`src/timer_unit_map.svh`:
```
// Register map, field positions and counts for the three timer/counter unit
// Notes on behaviour
// - Mode 1 cascades both bytes, no prescaler
// - Gate set: count needs irq pin high and run
// - Select bit picks machine cycles or event pin
// - Mode field: 13-bit, 16-bit, 8-bit reload, split
// - Low byte overflow reloads from high byte
// - Timer 1 mode 3 freezes its count
// - Timer 0 mode 3: two 8-bit counters
// - Timer 1 runs flagless while timer 0 splits
// - Timer 2 source: machine cycles or event falls
// - Capture mode: 16-bit up count sets overflow
// - Trigger fall captures count, sets external flag
// - Reload mode: rollover reloads from capture pair
// - Trigger fall also reloads in reload mode
// - Any baud select forces reload on overflow
// - No overflow flag while clocking serial port
// - Baud mode trigger only sets external flag
// - Port 1 baud from timer 2 or 1
// - Power control bits steer port 2 baud
// - Timer 2 run bit starts and stops it
// - Internal /12, events at most /24 oscillator
// - Timer 2 flags request interrupt, software clears
// - Timer increments once per twelve clocks
// - Pin edge: high sample then low sample
// - Timer 0/1 flags cleared on vector acknowledge
`ifndef TIMER_UNIT_MAP_SVH
`define TIMER_UNIT_MAP_SVH
`define OFF_MODE 8'h00
`define OFF_RUN 8'h04
`define OFF_TMR0 8'h08
`define OFF_TMR1 8'h0c
`define OFF_T2CTL 8'h10
`define OFF_TMR2 8'h14
`define OFF_CAP 8'h18
`define OFF_POWER_CONTROL_REG 8'h1c
`define RESP_OKAY 2'h0
`define RESP_SLVERR 2'h2
`define MC_LAST 4'hb
`define MS_GATE1 7
`define MS_SRC1 6
`define MS_MODE1 5:4
`define MS_GATE0 3
`define MS_SRC0 2
`define MS_MODE0 1:0
`define MODE_13BIT 2'h0
`define MODE_16BIT 2'h1
`define MODE_RELOAD8 2'h2
`define MODE_SPLIT 2'h3
`define PRESC_MSB 4
`define PRESC_FULL 5'h1f
`define BYTE_FULL 8'hff
`define WORD_FULL 16'hffff
`define TC_OVF 7
`define TC_EXT 6
`define TC_RXCLK 5
`define TC_TXCLK 4
`define TC_EXEN 3
`define TC_RUN 2
`define TC_SRC 1
`define TC_CPRL 0
`define PC_RX2 0
`define PC_TX2 1
`define PIN_IRQ0 0
`define PIN_IRQ1 1
`define PIN_EV0 2
`define PIN_EV1 3
`define PIN_EV2 4
`define PIN_TRIG 5
`define NPINS 6
`define BAUD_U1RX 0
`define BAUD_U1TX 1
`define BAUD_U2RX 2
`define BAUD_U2TX 3
`endif

```
`src/timer_unit_pkg.sv`:
```
// Types shared by the three timer/counter unit
package timer_unit_pkg;
   typedef struct packed {
      logic [7:0] low;
      logic [7:0] high;
      logic ovf;
   } step_t;

   typedef struct packed {
      logic [5:0] sync1;
      logic [5:0] sync2;
      logic [5:0] sync3;
      logic [5:0] level;
      logic [5:0] sample;
      logic [3:0] prescale;
      logic [7:0] timer01_mode_select;
      logic [7:0] timer2_control;
      logic [1:0] power_control_reg;
      logic tmr0_run;
      logic tmr1_run;
      logic tmr0_overflow_flag;
      logic tmr1_overflow_flag;
      logic [7:0] tmr0_low_byte;
      logic [7:0] tmr0_high_byte;
      logic [7:0] tmr1_low_byte;
      logic [7:0] tmr1_high_byte;
      logic [15:0] tmr2_count;
      logic [15:0] tmr2_capture;
      logic tmr2_irq;
      logic [3:0] baud;
      logic awready;
      logic wready;
      logic bvalid;
      logic [1:0] bresp;
      logic arready;
      logic rvalid;
      logic [31:0] rdata;
      logic [1:0] rresp;
   } state_t;
endpackage : timer_unit_pkg
```
`src/three_timer_counter_unit.sv`:
```
// Three timer/counters with an AXI4-Lite register slave
`include "timer_unit_map.svh"

module three_timer_counter_unit (
   input wire logic clk,
   input wire logic reset,
   input wire logic ext_irq0_pin,
   input wire logic ext_irq1_pin,
   input wire logic tmr0_event_pin,
   input wire logic tmr1_event_pin,
   input wire logic tmr2_event_pin,
   input wire logic tmr2_trigger_pin,
   input wire logic tmr0_vector_ack,
   input wire logic tmr1_vector_ack,
   input wire logic [7:0] awaddr,
   input wire logic awvalid,
   output logic awready,
   input wire logic [31:0] wdata,
   input wire logic [3:0] wstrb,
   input wire logic wvalid,
   output logic wready,
   output logic [1:0] bresp,
   output logic bvalid,
   input wire logic bready,
   input wire logic [7:0] araddr,
   input wire logic arvalid,
   output logic arready,
   output logic [31:0] rdata,
   output logic [1:0] rresp,
   output logic rvalid,
   input wire logic rready,
   output logic tmr0_overflow_flag,
   output logic tmr1_overflow_flag,
   output logic tmr2_irq,
   output logic uart1_rx_baud,
   output logic uart1_tx_baud,
   output logic uart2_rx_baud,
   output logic uart2_tx_baud
);
   timer_unit_pkg::state_t st;
   timer_unit_pkg::state_t next_st;
   timer_unit_pkg::step_t r0;
   timer_unit_pkg::step_t r1;
   logic [`NPINS-1:0] pins;
   logic [`NPINS-1:0] fall;
   logic tick;
   logic [1:0] mode0;
   logic [1:0] mode1;
   logic inc0;
   logic inc1;
   logic split_carry;
   logic t1_ovf;
   logic set_tf0;
   logic set_tf1;
   logic baud_mode;
   logic inc2;
   logic ovf2;
   logic trig;
   logic sw_wr;
   logic sw_rd;
   logic [7:0] t2c;

   assign pins = {tmr2_trigger_pin, tmr2_event_pin, tmr1_event_pin, tmr0_event_pin,
                  ext_irq1_pin, ext_irq0_pin};

   // One machine-cycle step of a timer in modes 0 to 2; mode 3 holds
   function automatic timer_unit_pkg::step_t step(input logic [1:0] mode, input logic [7:0] low,
                                                  input logic [7:0] high, input logic inc);
      timer_unit_pkg::step_t r;
      r.low = low;
      r.high = high;
      r.ovf = 1'b0;
      if (inc) begin
         case (mode)
            `MODE_13BIT: begin
               // Upper three low-byte bits are left as they are
               r.low[`PRESC_MSB:0] = low[`PRESC_MSB:0] + 5'h01;
               if (low[`PRESC_MSB:0] == `PRESC_FULL) begin
                  {r.ovf, r.high} = {1'b0, high} + 9'h001;
               end
            end
            `MODE_16BIT: begin
               {r.ovf, r.high, r.low} = {1'b0, high, low} + 17'h00001;
            end
            `MODE_RELOAD8: begin
               if (low == `BYTE_FULL) begin
                  r.low = high;
                  r.ovf = 1'b1;
               end else begin
                  r.low = low + 8'h01;
               end
            end
            default: begin
               r.ovf = 1'b0;
            end
         endcase
      end
      return r;
   endfunction : step

   always_comb begin
      next_st = st;
      next_st.awready = 1'b0;
      next_st.wready = 1'b0;
      next_st.arready = 1'b0;
      next_st.baud = 4'h0;
      split_carry = 1'b0;
      // Pins: third and second stage must agree before the level moves
      next_st.sync1 = pins;
      next_st.sync2 = st.sync1;
      next_st.sync3 = st.sync2;
      next_st.level = (st.sync2 & st.sync3) | ((st.sync2 ^ st.sync3) & st.level);
      tick = st.prescale == `MC_LAST;
      next_st.prescale = tick ? 4'h0 : st.prescale + 4'h1;
      // Pins are looked at once per machine cycle, so an edge needs two of them
      fall = tick ? (st.sample & ~st.level) : '0;
      if (tick) begin
         next_st.sample = st.level;
      end

      // Timer 0
      mode0 = st.timer01_mode_select[`MS_MODE0];
      inc0 = st.tmr0_run & (~st.timer01_mode_select[`MS_GATE0] | st.level[`PIN_IRQ0])
             & (st.timer01_mode_select[`MS_SRC0] ? fall[`PIN_EV0] : tick);
      r0 = step(mode0, st.tmr0_low_byte, st.tmr0_high_byte, inc0);
      if (mode0 == `MODE_SPLIT) begin
         {set_tf0, next_st.tmr0_low_byte} = {1'b0, st.tmr0_low_byte} + {8'h00, inc0};
         {split_carry, next_st.tmr0_high_byte} = {1'b0, st.tmr0_high_byte}
                                                + {8'h00, st.tmr1_run & tick};
      end else begin
         next_st.tmr0_low_byte = r0.low;
         next_st.tmr0_high_byte = r0.high;
         set_tf0 = r0.ovf;
      end

      // Timer 1; its own mode 3 simply removes the count enable
      mode1 = st.timer01_mode_select[`MS_MODE1];
      inc1 = st.tmr1_run & (~st.timer01_mode_select[`MS_GATE1] | st.level[`PIN_IRQ1])
             & (mode1 != `MODE_SPLIT)
             & (st.timer01_mode_select[`MS_SRC1] ? fall[`PIN_EV1] : tick);
      r1 = step(mode1, st.tmr1_low_byte, st.tmr1_high_byte, inc1);
      next_st.tmr1_low_byte = r1.low;
      next_st.tmr1_high_byte = r1.high;
      t1_ovf = r1.ovf;
      // While timer 0 is split its high byte owns the flag; timer 1 still feeds baud
      set_tf1 = (mode0 == `MODE_SPLIT) ? split_carry : t1_ovf;

      // Timer 2
      t2c = st.timer2_control;
      baud_mode = t2c[`TC_RXCLK] | t2c[`TC_TXCLK] | (|st.power_control_reg);
      inc2 = t2c[`TC_RUN] & (t2c[`TC_SRC] ? fall[`PIN_EV2] : tick);
      ovf2 = inc2 & (st.tmr2_count == `WORD_FULL);
      trig = fall[`PIN_TRIG] & t2c[`TC_EXEN] & t2c[`TC_RUN];
      if (ovf2) begin
         next_st.tmr2_count = (baud_mode | ~t2c[`TC_CPRL]) ? st.tmr2_capture : 16'h0000;
      end else begin
         next_st.tmr2_count = st.tmr2_count + {15'h0, inc2};
      end
      if (trig & ~baud_mode) begin
         if (t2c[`TC_CPRL]) begin
            next_st.tmr2_capture = st.tmr2_count;
         end else begin
            next_st.tmr2_count = st.tmr2_capture;
         end
      end
      next_st.baud[`BAUD_U1RX] = t2c[`TC_RXCLK] ? ovf2 : t1_ovf;
      next_st.baud[`BAUD_U1TX] = t2c[`TC_TXCLK] ? ovf2 : t1_ovf;
      next_st.baud[`BAUD_U2RX] = st.power_control_reg[`PC_RX2] ? ovf2 : t1_ovf;
      next_st.baud[`BAUD_U2TX] = st.power_control_reg[`PC_TX2] ? ovf2 : t1_ovf;

      // Register writes: address and data are taken together
      sw_wr = awvalid & wvalid & ~st.bvalid & ~st.awready;
      if (sw_wr) begin
         next_st.awready = 1'b1;
         next_st.wready = 1'b1;
         next_st.bresp = `RESP_OKAY;
         case (awaddr)
            `OFF_MODE: if (wstrb[0]) next_st.timer01_mode_select = wdata[7:0];
            `OFF_RUN: if (wstrb[0]) begin
               {next_st.tmr1_overflow_flag, next_st.tmr0_overflow_flag} = wdata[3:2];
               {next_st.tmr1_run, next_st.tmr0_run} = wdata[1:0];
            end
            `OFF_TMR0: begin
               if (wstrb[0]) next_st.tmr0_low_byte = wdata[7:0];
               if (wstrb[1]) next_st.tmr0_high_byte = wdata[15:8];
            end
            `OFF_TMR1: begin
               if (wstrb[0]) next_st.tmr1_low_byte = wdata[7:0];
               if (wstrb[1]) next_st.tmr1_high_byte = wdata[15:8];
            end
            `OFF_T2CTL: if (wstrb[0]) next_st.timer2_control = wdata[7:0];
            `OFF_TMR2: begin
               if (wstrb[0]) next_st.tmr2_count[7:0] = wdata[7:0];
               if (wstrb[1]) next_st.tmr2_count[15:8] = wdata[15:8];
            end
            `OFF_CAP: begin
               if (wstrb[0]) next_st.tmr2_capture[7:0] = wdata[7:0];
               if (wstrb[1]) next_st.tmr2_capture[15:8] = wdata[15:8];
            end
            `OFF_POWER_CONTROL_REG: if (wstrb[0]) next_st.power_control_reg = wdata[1:0];
            default: next_st.bresp = `RESP_SLVERR;
         endcase
      end
      if (st.awready) begin
         next_st.bvalid = 1'b1;
      end else if (st.bvalid & bready) begin
         next_st.bvalid = 1'b0;
      end

      // Hardware sets win over any clear in the same cycle
      next_st.tmr0_overflow_flag = (next_st.tmr0_overflow_flag & ~tmr0_vector_ack) | set_tf0;
      next_st.tmr1_overflow_flag = (next_st.tmr1_overflow_flag & ~tmr1_vector_ack) | set_tf1;
      next_st.timer2_control[`TC_OVF] = next_st.timer2_control[`TC_OVF] | (ovf2 & ~baud_mode);
      next_st.timer2_control[`TC_EXT] = next_st.timer2_control[`TC_EXT] | trig;
      next_st.tmr2_irq = next_st.timer2_control[`TC_OVF] | next_st.timer2_control[`TC_EXT];

      // Register reads sample the state in the cycle the address is taken
      sw_rd = arvalid & ~st.rvalid & ~st.arready;
      if (sw_rd) begin
         next_st.arready = 1'b1;
         next_st.rresp = `RESP_OKAY;
         case (araddr)
            `OFF_MODE: next_st.rdata = {24'h000000, st.timer01_mode_select};
            `OFF_RUN: next_st.rdata = {28'h0000000, st.tmr1_overflow_flag, st.tmr0_overflow_flag,
                                       st.tmr1_run, st.tmr0_run};
            `OFF_TMR0: next_st.rdata = {16'h0000, st.tmr0_high_byte, st.tmr0_low_byte};
            `OFF_TMR1: next_st.rdata = {16'h0000, st.tmr1_high_byte, st.tmr1_low_byte};
            `OFF_T2CTL: next_st.rdata = {24'h000000, st.timer2_control};
            `OFF_TMR2: next_st.rdata = {16'h0000, st.tmr2_count};
            `OFF_CAP: next_st.rdata = {16'h0000, st.tmr2_capture};
            `OFF_POWER_CONTROL_REG: next_st.rdata = {30'h0, st.power_control_reg};
            default: begin
               next_st.rdata = 32'h00000000;
               next_st.rresp = `RESP_SLVERR;
            end
         endcase
      end
      if (st.arready) begin
         next_st.rvalid = 1'b1;
      end else if (st.rvalid & rready) begin
         next_st.rvalid = 1'b0;
      end
   end

   always_ff @(posedge clk) begin
      if (reset) begin
         st <= '0;
      end else begin
         st <= next_st;
      end
   end

   assign awready = st.awready;
   assign wready = st.wready;
   assign bvalid = st.bvalid;
   assign bresp = st.bresp;
   assign arready = st.arready;
   assign rvalid = st.rvalid;
   assign rdata = st.rdata;
   assign rresp = st.rresp;
   assign tmr0_overflow_flag = st.tmr0_overflow_flag;
   assign tmr1_overflow_flag = st.tmr1_overflow_flag;
   assign tmr2_irq = st.tmr2_irq;
   assign uart1_rx_baud = st.baud[`BAUD_U1RX];
   assign uart1_tx_baud = st.baud[`BAUD_U1TX];
   assign uart2_rx_baud = st.baud[`BAUD_U2RX];
   assign uart2_tx_baud = st.baud[`BAUD_U2TX];
endmodule : three_timer_counter_unit

```
`config.mk`:
```
export PLATFORM = sky130hd
export DESIGN_NAME = three_timer_counter_unit
export DESIGN_NICKNAME = d
export VERILOG_FILES = /design/src/timer_unit_pkg.sv /design/src/three_timer_counter_unit.sv
export VERILOG_INCLUDE_DIRS = /design/src
export SDC_FILE = /design/constraint.sdc
export NUM_CORES = 1
export LEC_CHECK = 0
export BUFFER_PORTS_ARGS = -buffer_cell sky130_fd_sc_hd__buf_4
export CORE_ASPECT_RATIO = 1.2
export CORE_MARGIN = 5
export CORE_UTILIZATION = 30
export CTS_CLUSTER_SIZE = 28
export DETAILED_ROUTE_END_ITERATION = 6
export SYNTH_ARGS = -nofsm -noshare
export SYNTH_HDL_FRONTEND = slang
export SYNTH_SLANG_ARGS = --single-unit
```
`constraint.sdc`:
```
create_clock -name clk -period 3.7 [get_ports clk]
set_input_delay 0.74 -clock clk [delete_from_list [all_inputs] [get_ports clk]]
set_output_delay 0.74 -clock clk [all_outputs]
set_load 0.01 [all_outputs]
```
# Word-level counts from Yosys, hierarchy flattened
# Index checks and enable logic that the tools add are counted.
# totals
register_bits	166
in_bits	67
output_inout_bits	48
wordCells	189
# classes
add_sub_neg	12
n_eq_ne	26
mux	60
n_bitwise	47
n_reduce_logical	14
# op_table
op	n
16-bit 2-to-1 mux	9
16-bit case mux with 8 select lines	1
8-bit 2-to-1 mux	12
78-bit 2-to-1 mux	1
8-bit by 5-bit equality test with 1-bit output, second input constant	8
16-bit by 1-bit adder with 17-bit output, second input constant	2
17-bit 2-to-1 mux	2
8-bit by 4-bit equality test with 1-bit output, second input constant	4
32-bit 2-to-1 mux	1
8-bit case mux with 2 select lines	2
5-bit case mux with 3 select lines	2
1-bit AND	21
8-bit by 1-bit adder with 9-bit output	2
8-bit by 1-bit adder with 9-bit output, second input constant	2
6-bit AND	3
9-bit 2-to-1 mux	2
16-bit by 1-bit adder with 16-bit output	1
8-bit by 1-bit adder with 8-bit output, second input constant	2
16-bit equality test, second input constant	1
8-bit by 3-bit equality test with 1-bit output, second input constant	2
8-bit equality test, second input constant	2
8-bit zero test	2
1-bit 2-to-1 mux	16
8-bit OR reduction	2
other kinds (21)	57

# Longest topological paths before layout
# Gate-level depths: netlist of the first run.
# logic_depth
word_depth	14
ltp_mapped	12
ltp_nobuf	11

# Least setup slack after synthesis of the first run
# No wires, ideal clock.
# synth_path
path_kind	flip-flop to flip-flop
startpoint	reg st[86] (netlist bit)
endpoint	reg st[83] (netlist bit)
arrival_time_ns	2.407
t_required_ns	3.641
setup_slack_ns	1.234
path_stages_with_launch	12
synth_period_minus_slack_ns	2.466
path_cell_list	dfxtp_1 -> ha_1 -> and3_1 -> clkbuf_1 -> ha_1 -> clkbuf_1 -> and2_1 -> a41oi_1 -> nor3_1 -> a31oi_1 -> or4_1 -> nand2_1
# synth_via
elab_chain_len	7
elab_cells_between_ends	8
# synth_lines
element	line_no	rtl
start, declared	three_timer_counter_unit.sv:40	timer_unit_pkg::state_t st;
start signal, assigned	three_timer_counter_unit.sv:249	st <= next_st;
branches (longest 2 deep; another with 16-bit by 1-bit adder with 17-bit output)	-	
8-bit case mux with 2 select lines (*)	three_timer_counter_unit.sv:74	case (mode)
17-bit 2-to-1 mux (*)	three_timer_counter_unit.sv:73	if (inc) begin
8-bit 2-to-1 mux	three_timer_counter_unit.sv:189	if (wstrb[1]) next_st.tmr1_high_byte = wdata[15:8];
16-bit 2-to-1 mux	three_timer_counter_unit.sv:177	case (awaddr)
78-bit 2-to-1 mux (*)	three_timer_counter_unit.sv:173	if (sw_wr) begin
# Mark *: on every way between the ends.
# A chain may end at the register's enable or synchronous reset.

# Final worst setup path of the first run
# Ends and elaborated chain as after synthesis.

==> run summary, run 1 <==
Outcome - completed
Initial Util - 30.3%
Layout Skew - 0.00949 ns
Initial antenna violation count - 0
Routed WL - 28600 um
CP Class - flop to flop
VDD IR-drop max - 239 uV
Top cells by count, synth - dfxtp_1 (145), nand2_1 (134), nor2_1 (97)
Top cell by count, worst path - ha_1
Post-CTS Resized - 0
CP endpoint kind - flop
Worst path max stage delay - 0.48 ns
Most frequent cell after synthesis - dfxtp_1
Largest net degree at the start of global routing - 54
Met2 Use GR - 26.3%
Worst Path Max Fanout - 9
Worst-Skew Late Latency - 0.43 ns
Critical Path RT - 4.07 ns
First-pass GRT wire length - 44100 um
Nets - 1210
Post-detail-place hpwl - 21200 um
Final min period - 2.88 ns
Final worst setup slack - 0.824 ns
Asr flop ratio synth - 0%
Worst Tran Pin Value - 0.831 ns
Clock buffer depth - 2
Leading post-synthesis cells by cell area - dfxtp_1 (32%), nand2_1 (5.6%), mux2i_1 (4.6%)
I/O Pins - 115
RSZ-0062 raised after global routing - no
Cts bufs inserted - 17
Relative slew slack - 44.4%
Drt wl/cell - 18.9 um
Static leakage - 3.85 nW
Crit-path slowest cell - dfxtp_1
All-layer global routing usage - 16.8%
Worst-path cell chain - ha_1 -> and3_1 -> ha_1 -> and2_1 -> a41oi_1 -> nor3_1 -> a31oi_1 -> or4_1 -> nand2_1
Share of cells above drive strength 1 - 14.6%
Core Region - 0.0295 mm2
Total global routing overflow - 0
Main synth FF type - dfxtp_1
Synthesized area per cell - 8.08 um2
Fillcell total - 3109
Final setup TNS - 0 ns
Post-Layout Inst Area - 0.0102 mm2
Synthesized cell area - 0.00893 mm2
Crit path DAT - 3.24 ns
Vert. Die Dim - 199 um
Port bufs - 78
Fin crit share - 77.7%
Max cap viols - 0
Setup Buffers After CTS - 0
R2R setup slack - 0.82 ns
Grt peak-use layer - met2
Clock sinks - 145
Die Wd - 168 um
Clk root buf - clkbuf_16
Synth Warn # - 0
Residual DRC - 0
Routability cong. - 0.931
Pre-CTS WS - 0.596 ns
Antenna viol nets, final - 0
Yosys cell types - 84
Drt first pass iters - 5
Crit path buf inv count - 0
H-tree depth - 4
Pins Over Slew Limit - 0
Final setup vio count - 0
FP Rows - 69
Number of flops mapped to enable cells by yosys - 0
Area growth syn-to-layout - 14.0%
Fmax - 0.348 GHz
Vias per cell - 5.46
Crit path launch type - flop
Post-Synthesis Cells - 1105
Post-synth top area share - 32.5%
Sequential share of the synthesized area - 32.5%
Hold buffer count at cts - 0
CTS clk-pin slew, worst paths - 0.06 ns
Final core utilization - 34.5%
CTS tree - done
Met1 usage - 21.8%
GR Util met3 - 3.44%
Diode count - 0
Die area - 0.0333 mm2
Hold Violations, Final - 0
Routed vias - 8278
Placed Area - 0.00955 mm2
Largest area contributor in the netlist - dfxtp_1
Yosys reg bits - 145
HP Class - flop to flop
Iter 0 DRT Violations - 694
Vias in the first global route - 7654
Power per cell area - 362 mW/mm2
Family with the most delay on the worst path - simple AND/OR/NAND/NOR gates
cell usage in the layout, fill, tap and decap left out, types with 5 or more instances in the layout:
cell / n
a41oi_1: 5
a31oi_1: 8
a211oi_1: 24
nor3_1: 22
o211ai_1: 6
a311oi_1: 13
nand3_1: 60
xnor2_1: 21
mux2i_1: 41
nor3b_1: 5
and3_1: 17
nor2_1: 97
nand2_1: 134
bufinv_16: 5
a21oi_1: 65
a2bb2oi_1: 5
conb_1: 18
o21ai_0: 45
nand3b_1: 5
and2_1: 11
dfxtp_1: 145
and4_1: 5
inv_1: 20
nor2b_1: 24
nand2b_1: 8
a221oi_1: 8
or2_2: 10
xor2_1: 10
a22oi_1: 26
buf_4: 90
ha_1: 28
clkbuf_16: 17
a22o_1: 16
nand4_1: 21
final timing paths:
path	startpoint	endpoint	cells past startpoint
worst min register to register	next_st[159]$_SDFF_PP0_	next_st[153]$_SDFF_PP0_	1
worst min-delay path	next_st[159]$_SDFF_PP0_	next_st[153]$_SDFF_PP0_	1
worst max-delay path	st[86]$_SDFF_PP0_	st[83]$_SDFF_PP0_	9
worst max register to register	st[86]$_SDFF_PP0_	st[83]$_SDFF_PP0_	9
layer usage:
metal	vias up	wire length [um]
li1	3983	-
met1	3878	12500
met2	355	12900
met3	62	1930
met4	0	1410
met5	-	0
power by group:
| group | internal, mW | switching [mW] | leakage [nW] | total [mW] |
|---|---|---|---|---|
| clock network | 1.20 | 0.695 | 0.311 | 1.89 |
| logic | 0.0768 | 0.124 | 2.37 | 0.200 |
| registers | 1.58 | 0.0187 | 1.17 | 1.60 |
| total | 2.85 | 0.837 | 3.85 | 3.69 |
worst reg2reg max path: cells and delay by family (launching register included):
family          cells  cell delay [ns]
simple gates        5             1.48
fa+ha+maj           2             0.64
flops               1             0.48
compound gates      2             0.21
flip-flops by register name, summed over array words and instances (netlist names), 2 cells and up:
| name | cells |
|---|---|
| mode0 | 2 |
| mode1 | 2 |
| next_st | 12 |
| rdata | 16 |
| st | 92 |
| t2c | 8 |
cell type report:
class | instances | area [um2] | share of cell area [%]
timing repair buffer | 90 | 676 | 6.63
sequential | 145 | 2900 | 28.5
inverter | 20 | 75.1 | 0.737
multi-input combinational | 841 | 5410 | 53.1
clock inverter | 12 | 208 | 2.04
tap | 390 | 488 | 4.79
clock buffer | 18 | 429 | 4.21
cells by family after synthesis:
family | Yosys count | share of synthesized area, %
and+or+nand+nor | 446 | 25.6
other | 1 | 0.0420
adders and majority gates | 28 | 3.92
xor gates and xnor gates | 31 | 3.04
buffers and inverters | 136 | 7.77
AOI/OAI and AO/OA | 270 | 21.2
muxes | 48 | 5.98
DFF | 145 | 32.5
per-stage QoR:
step                hold slack (ns)  instances  power (mW)
detailed placement            0.427       1486        1.83
global placement              0.420       1486        1.83
CTS                           0.440       1516        3.72
finish                        0.434       1516        3.69
floorplan                     0.414       1122        1.74
global route                  0.448       1516        3.81
Note: power is estimated with default switching activity, not from simulation.
==> run 2, diff against run 1 <==
Clock period 3.7 ns to 2.43 ns, I/O delays scaled along.
==> run 2 against run 1 <==
Compared with the run above:
- first-iteration DRC count grew 11%
- largest cell class unchanged
- highest routed layer unchanged
- critical path type unchanged
- maximum frequency rose by 28%
- non-clock buffer count grew 77
- register-to-register slack lost 0.64 ns
- critical endpoint is now tmr0_overflow_flag$_SDFF_PP0_
- global-route usage grew 0.98 points
- critical path depth unchanged
- flip-flop and latch count did not move
- clock skew barely moved
==> run summary, run 2 (synthesized netlist as in run 1, its figures left out) <==
Logic gate share of total power - 6.3% (was 5.4%)
Clock sinks - 145 (unchanged)
All-layer global routing usage - 17.7% (was 16.8%)
First-pass GRT wire length - 46700 um (was 44100 um)
Clk root buf - clkbuf_16 (unchanged)
Crit-path slowest cell - dfxtp_1 (unchanged)
Drt first pass iters - 5 (unchanged)
Clock network fraction of total power - 47.8% (was 51.2%)
Clock buffer depth - 2 (unchanged)
Static leakage - 4.19 nW (was 3.85 nW)
Die area - 0.0333 mm2 (unchanged)
H-tree depth - 4 (unchanged)
Initial Util - 30.3% (unchanged)
Drt wl/cell - 18.7 um (was 18.9 um)
RR Startpoint - st[132]$_SDFF_PP0_ (was st[86]$_SDFF_PP0_)
FP Rows - 69 (unchanged)
R2R setup slack - 0.18 ns (was 0.82 ns)
Routed vias - 8590 (was 8278)
Routability cong. - 0.929 (was 0.931)
RSZ-0062 raised after global routing - no (unchanged)
Top cell by count, worst path - ha_1 (unchanged)
Residual DRC - 0 (unchanged)
Fillcell total - 3077 (was 3109)
Worst path max stage delay - 0.35 ns (was 0.48 ns)
Core Region - 0.0295 mm2 (unchanged)
Worst Tran Pin Value - 1.26 ns (was 0.831 ns)
Top reg by flops - st (unchanged)
Max FFs per register - 92 (unchanged)
Share of cells above drive strength 1 - 20.5% (was 14.6%)
Hold Startpoint - tmr2_event_pin (was next_st[159]$_SDFF_PP0_)
Vias per cell - 5.39 (was 5.46)
Fmax - 0.445 GHz (was 0.348 GHz)
Worst-path cell chain - ha_1 -> and3b_2 -> o2111a_2 -> ha_1 -> ha_1 -> nand4_1 -> buf_4 -> o32a_1 -> a21oi_1 (was ha_1 -> and3_1 -> ha_1 -> and2_1 -> a41oi_1 -> nor3_1 -> a31oi_1 -> or4_1 -> nand2_1)
Antenna viol nets, final - 0 (unchanged)
Crit path launch type - flop (unchanged)
Crit path DAT - 2.60 ns (was 3.24 ns)
CTS clk-pin slew, worst paths - 0.06 ns (about the same)
Worst-Skew Late Latency - 0.43 ns (about the same)
Final Power - 5.28 mW (was 3.69 mW)
Port bufs - 78 (unchanged)
Vert. Die Dim - 199 um (unchanged)
Nets - 1287 (was 1210)
HP Class - primary input to flop (was flop to flop)
Final min period - 2.25 ns (was 2.88 ns)
CTS tree - done (unchanged)
Die Wd - 168 um (unchanged)
Post-detail-place hpwl - 22600 um (was 21200 um)
Max cap viols - 0 (unchanged)
Hold buffer count at cts - 0 (unchanged)
Vias in the first global route - 8125 (was 7654)
Diode count - 0 (unchanged)
Final setup TNS - 0 ns (unchanged)
Pins Over Slew Limit - 0 (unchanged)
Crit path from - st[132]$_SDFF_PP0_ (was st[86]$_SDFF_PP0_)
Critical Path RT - 2.78 ns (was 4.07 ns)
Worst Path Max Fanout - 4 (was 9)
CP Class - flop to flop (unchanged)
Outcome - completed (unchanged)
Iter 0 DRT Violations - 768 (was 694)
Final setup vio count - 0 (unchanged)
Layout Skew - 0.00959 ns (was 0.00949 ns)
Cts bufs inserted - 17 (unchanged)
Relative slew slack - 15.8% (was 44.4%)
Commonest non-fill, non-tap cell in the layout - buf_4 (was dfxtp_1)
Most frequent cells in the layout - buf_4 (166), dfxtp_1 (145), nand2_1 (134), nor2_1 (97), a21oi_1 (65) (was dfxtp_1 (145), nand2_1 (134), nor2_1 (97), buf_4 (90), a21oi_1 (65))
Initial antenna violation count - 0 (unchanged)
I/O Pins - 115 (unchanged)
Seq pwr share - 45.9% (was 43.3%)
Fin crit share - 92.6% (was 77.7%)
Routed WL - 29800 um (was 28600 um)
Internal power - 3.97 mW (was 2.85 mW)
Largest net degree at the start of global routing - 43 (was 54)
CP endpoint kind - flop (unchanged)
VDD IR-drop max - 511 uV (was 239 uV)
Total global routing overflow - 0 (unchanged)
Hold Violations, Final - 0 (unchanged)
NetSw - 1.31 mW (was 837 uW)
Sw Ratio - 24.8% (was 22.7%)
Power per cell area - 493 mW/mm2 (was 362 mW/mm2)
Area growth syn-to-layout - 19.8% (was 14.0%)
[run 2: cell types whose count changed in the layout (fill, tap and decap cells not counted), sizes merged]
cell	previous run	this run
buf	90	167
bufinv	5	1
clkbuf	18	19
clkinv	5	6
clkinvlp	0	4
inv	22	21
[run 2: layer usage]
layer | global-route usage [%] | wire length, um | share of wire [%]
met1 | 23.0 | 13100 | 44
met2 | 29.0 | 13900 | 46
met3 | 3.64 | 1830 | 6.1
met4 | 7.10 | 1050 | 3.5
met5 | 0 | 0 | 0
[run 2: per-stage QoR]
stage / utilization, % / hold slack (ns) / setup WS, ns / std cells / instance area [um2]
after floorplan: - / 0.414 / 0.0258 / 1122 / 9000
after detailed placement: 34.3 / 0.427 / 0.0646 / 1560 / 10100
after CTS: 36.1 / 0.247 / 0.0474 / 1591 / 10700
final: 36.3 / 0.268 / 0.181 / 1594 / 10700
after global routing: 36.3 / 0.252 / 0.00627 / 1594 / 10700
after global placement: 34.3 / 0.416 / 0.0948 / 1560 / 10100
[run 2: final timing paths]
path | depth (start not counted) | end
min | 2 | next_st[158]$_SDFF_PP0_
min reg2reg | 1 | next_st[153]$_SDFF_PP0_
max | 9 | tmr0_overflow_flag$_SDFF_PP0_
max reg2reg | 9 | tmr0_overflow_flag$_SDFF_PP0_
[run 2: critical path, delay by kind of cell (launching register included)]
family,cells,cell delay [ns]
AO/OA/AOI/OAI,3,0.62
adder cells (fa/ha/maj),3,0.55
AND/OR/NAND/NOR,2,0.46
flip-flops,1,0.35
buffers and inverters,1,0.20
[run 2: timing repair]
action | 4_1_cts | 5_1_grt
gates resized for setup | 0 | 6
endpoints found under the hold margin | 0 | 0
endpoints found under the setup margin | 0 | 13
setup buffers | 0 | 3
[run 2: cell type report]
cell class / instances / area [um2] / share of cell area [%]
multi-input combinational: 841 / 5420 / 50.6
sequential: 145 / 2900 / 27.1
timing repair buffer: 167 / 1270 / 11.8
tap: 390 / 488 / 4.56
clock buffer: 19 / 443 / 4.14
clock inverter: 12 / 113 / 1.05
inverter: 20 / 75.1 / 0.701
[run 2: power by group through the flow]
stage               logic [mW]  registers [mW]  clock network [mW]
floorplan                0.183            2.47                   0
global placement         0.327            2.48                   0
detailed placement       0.332            2.48                   0
CTS                      0.333            2.42                2.57
global route             0.359            2.43                2.68
finish                   0.334            2.42                2.52
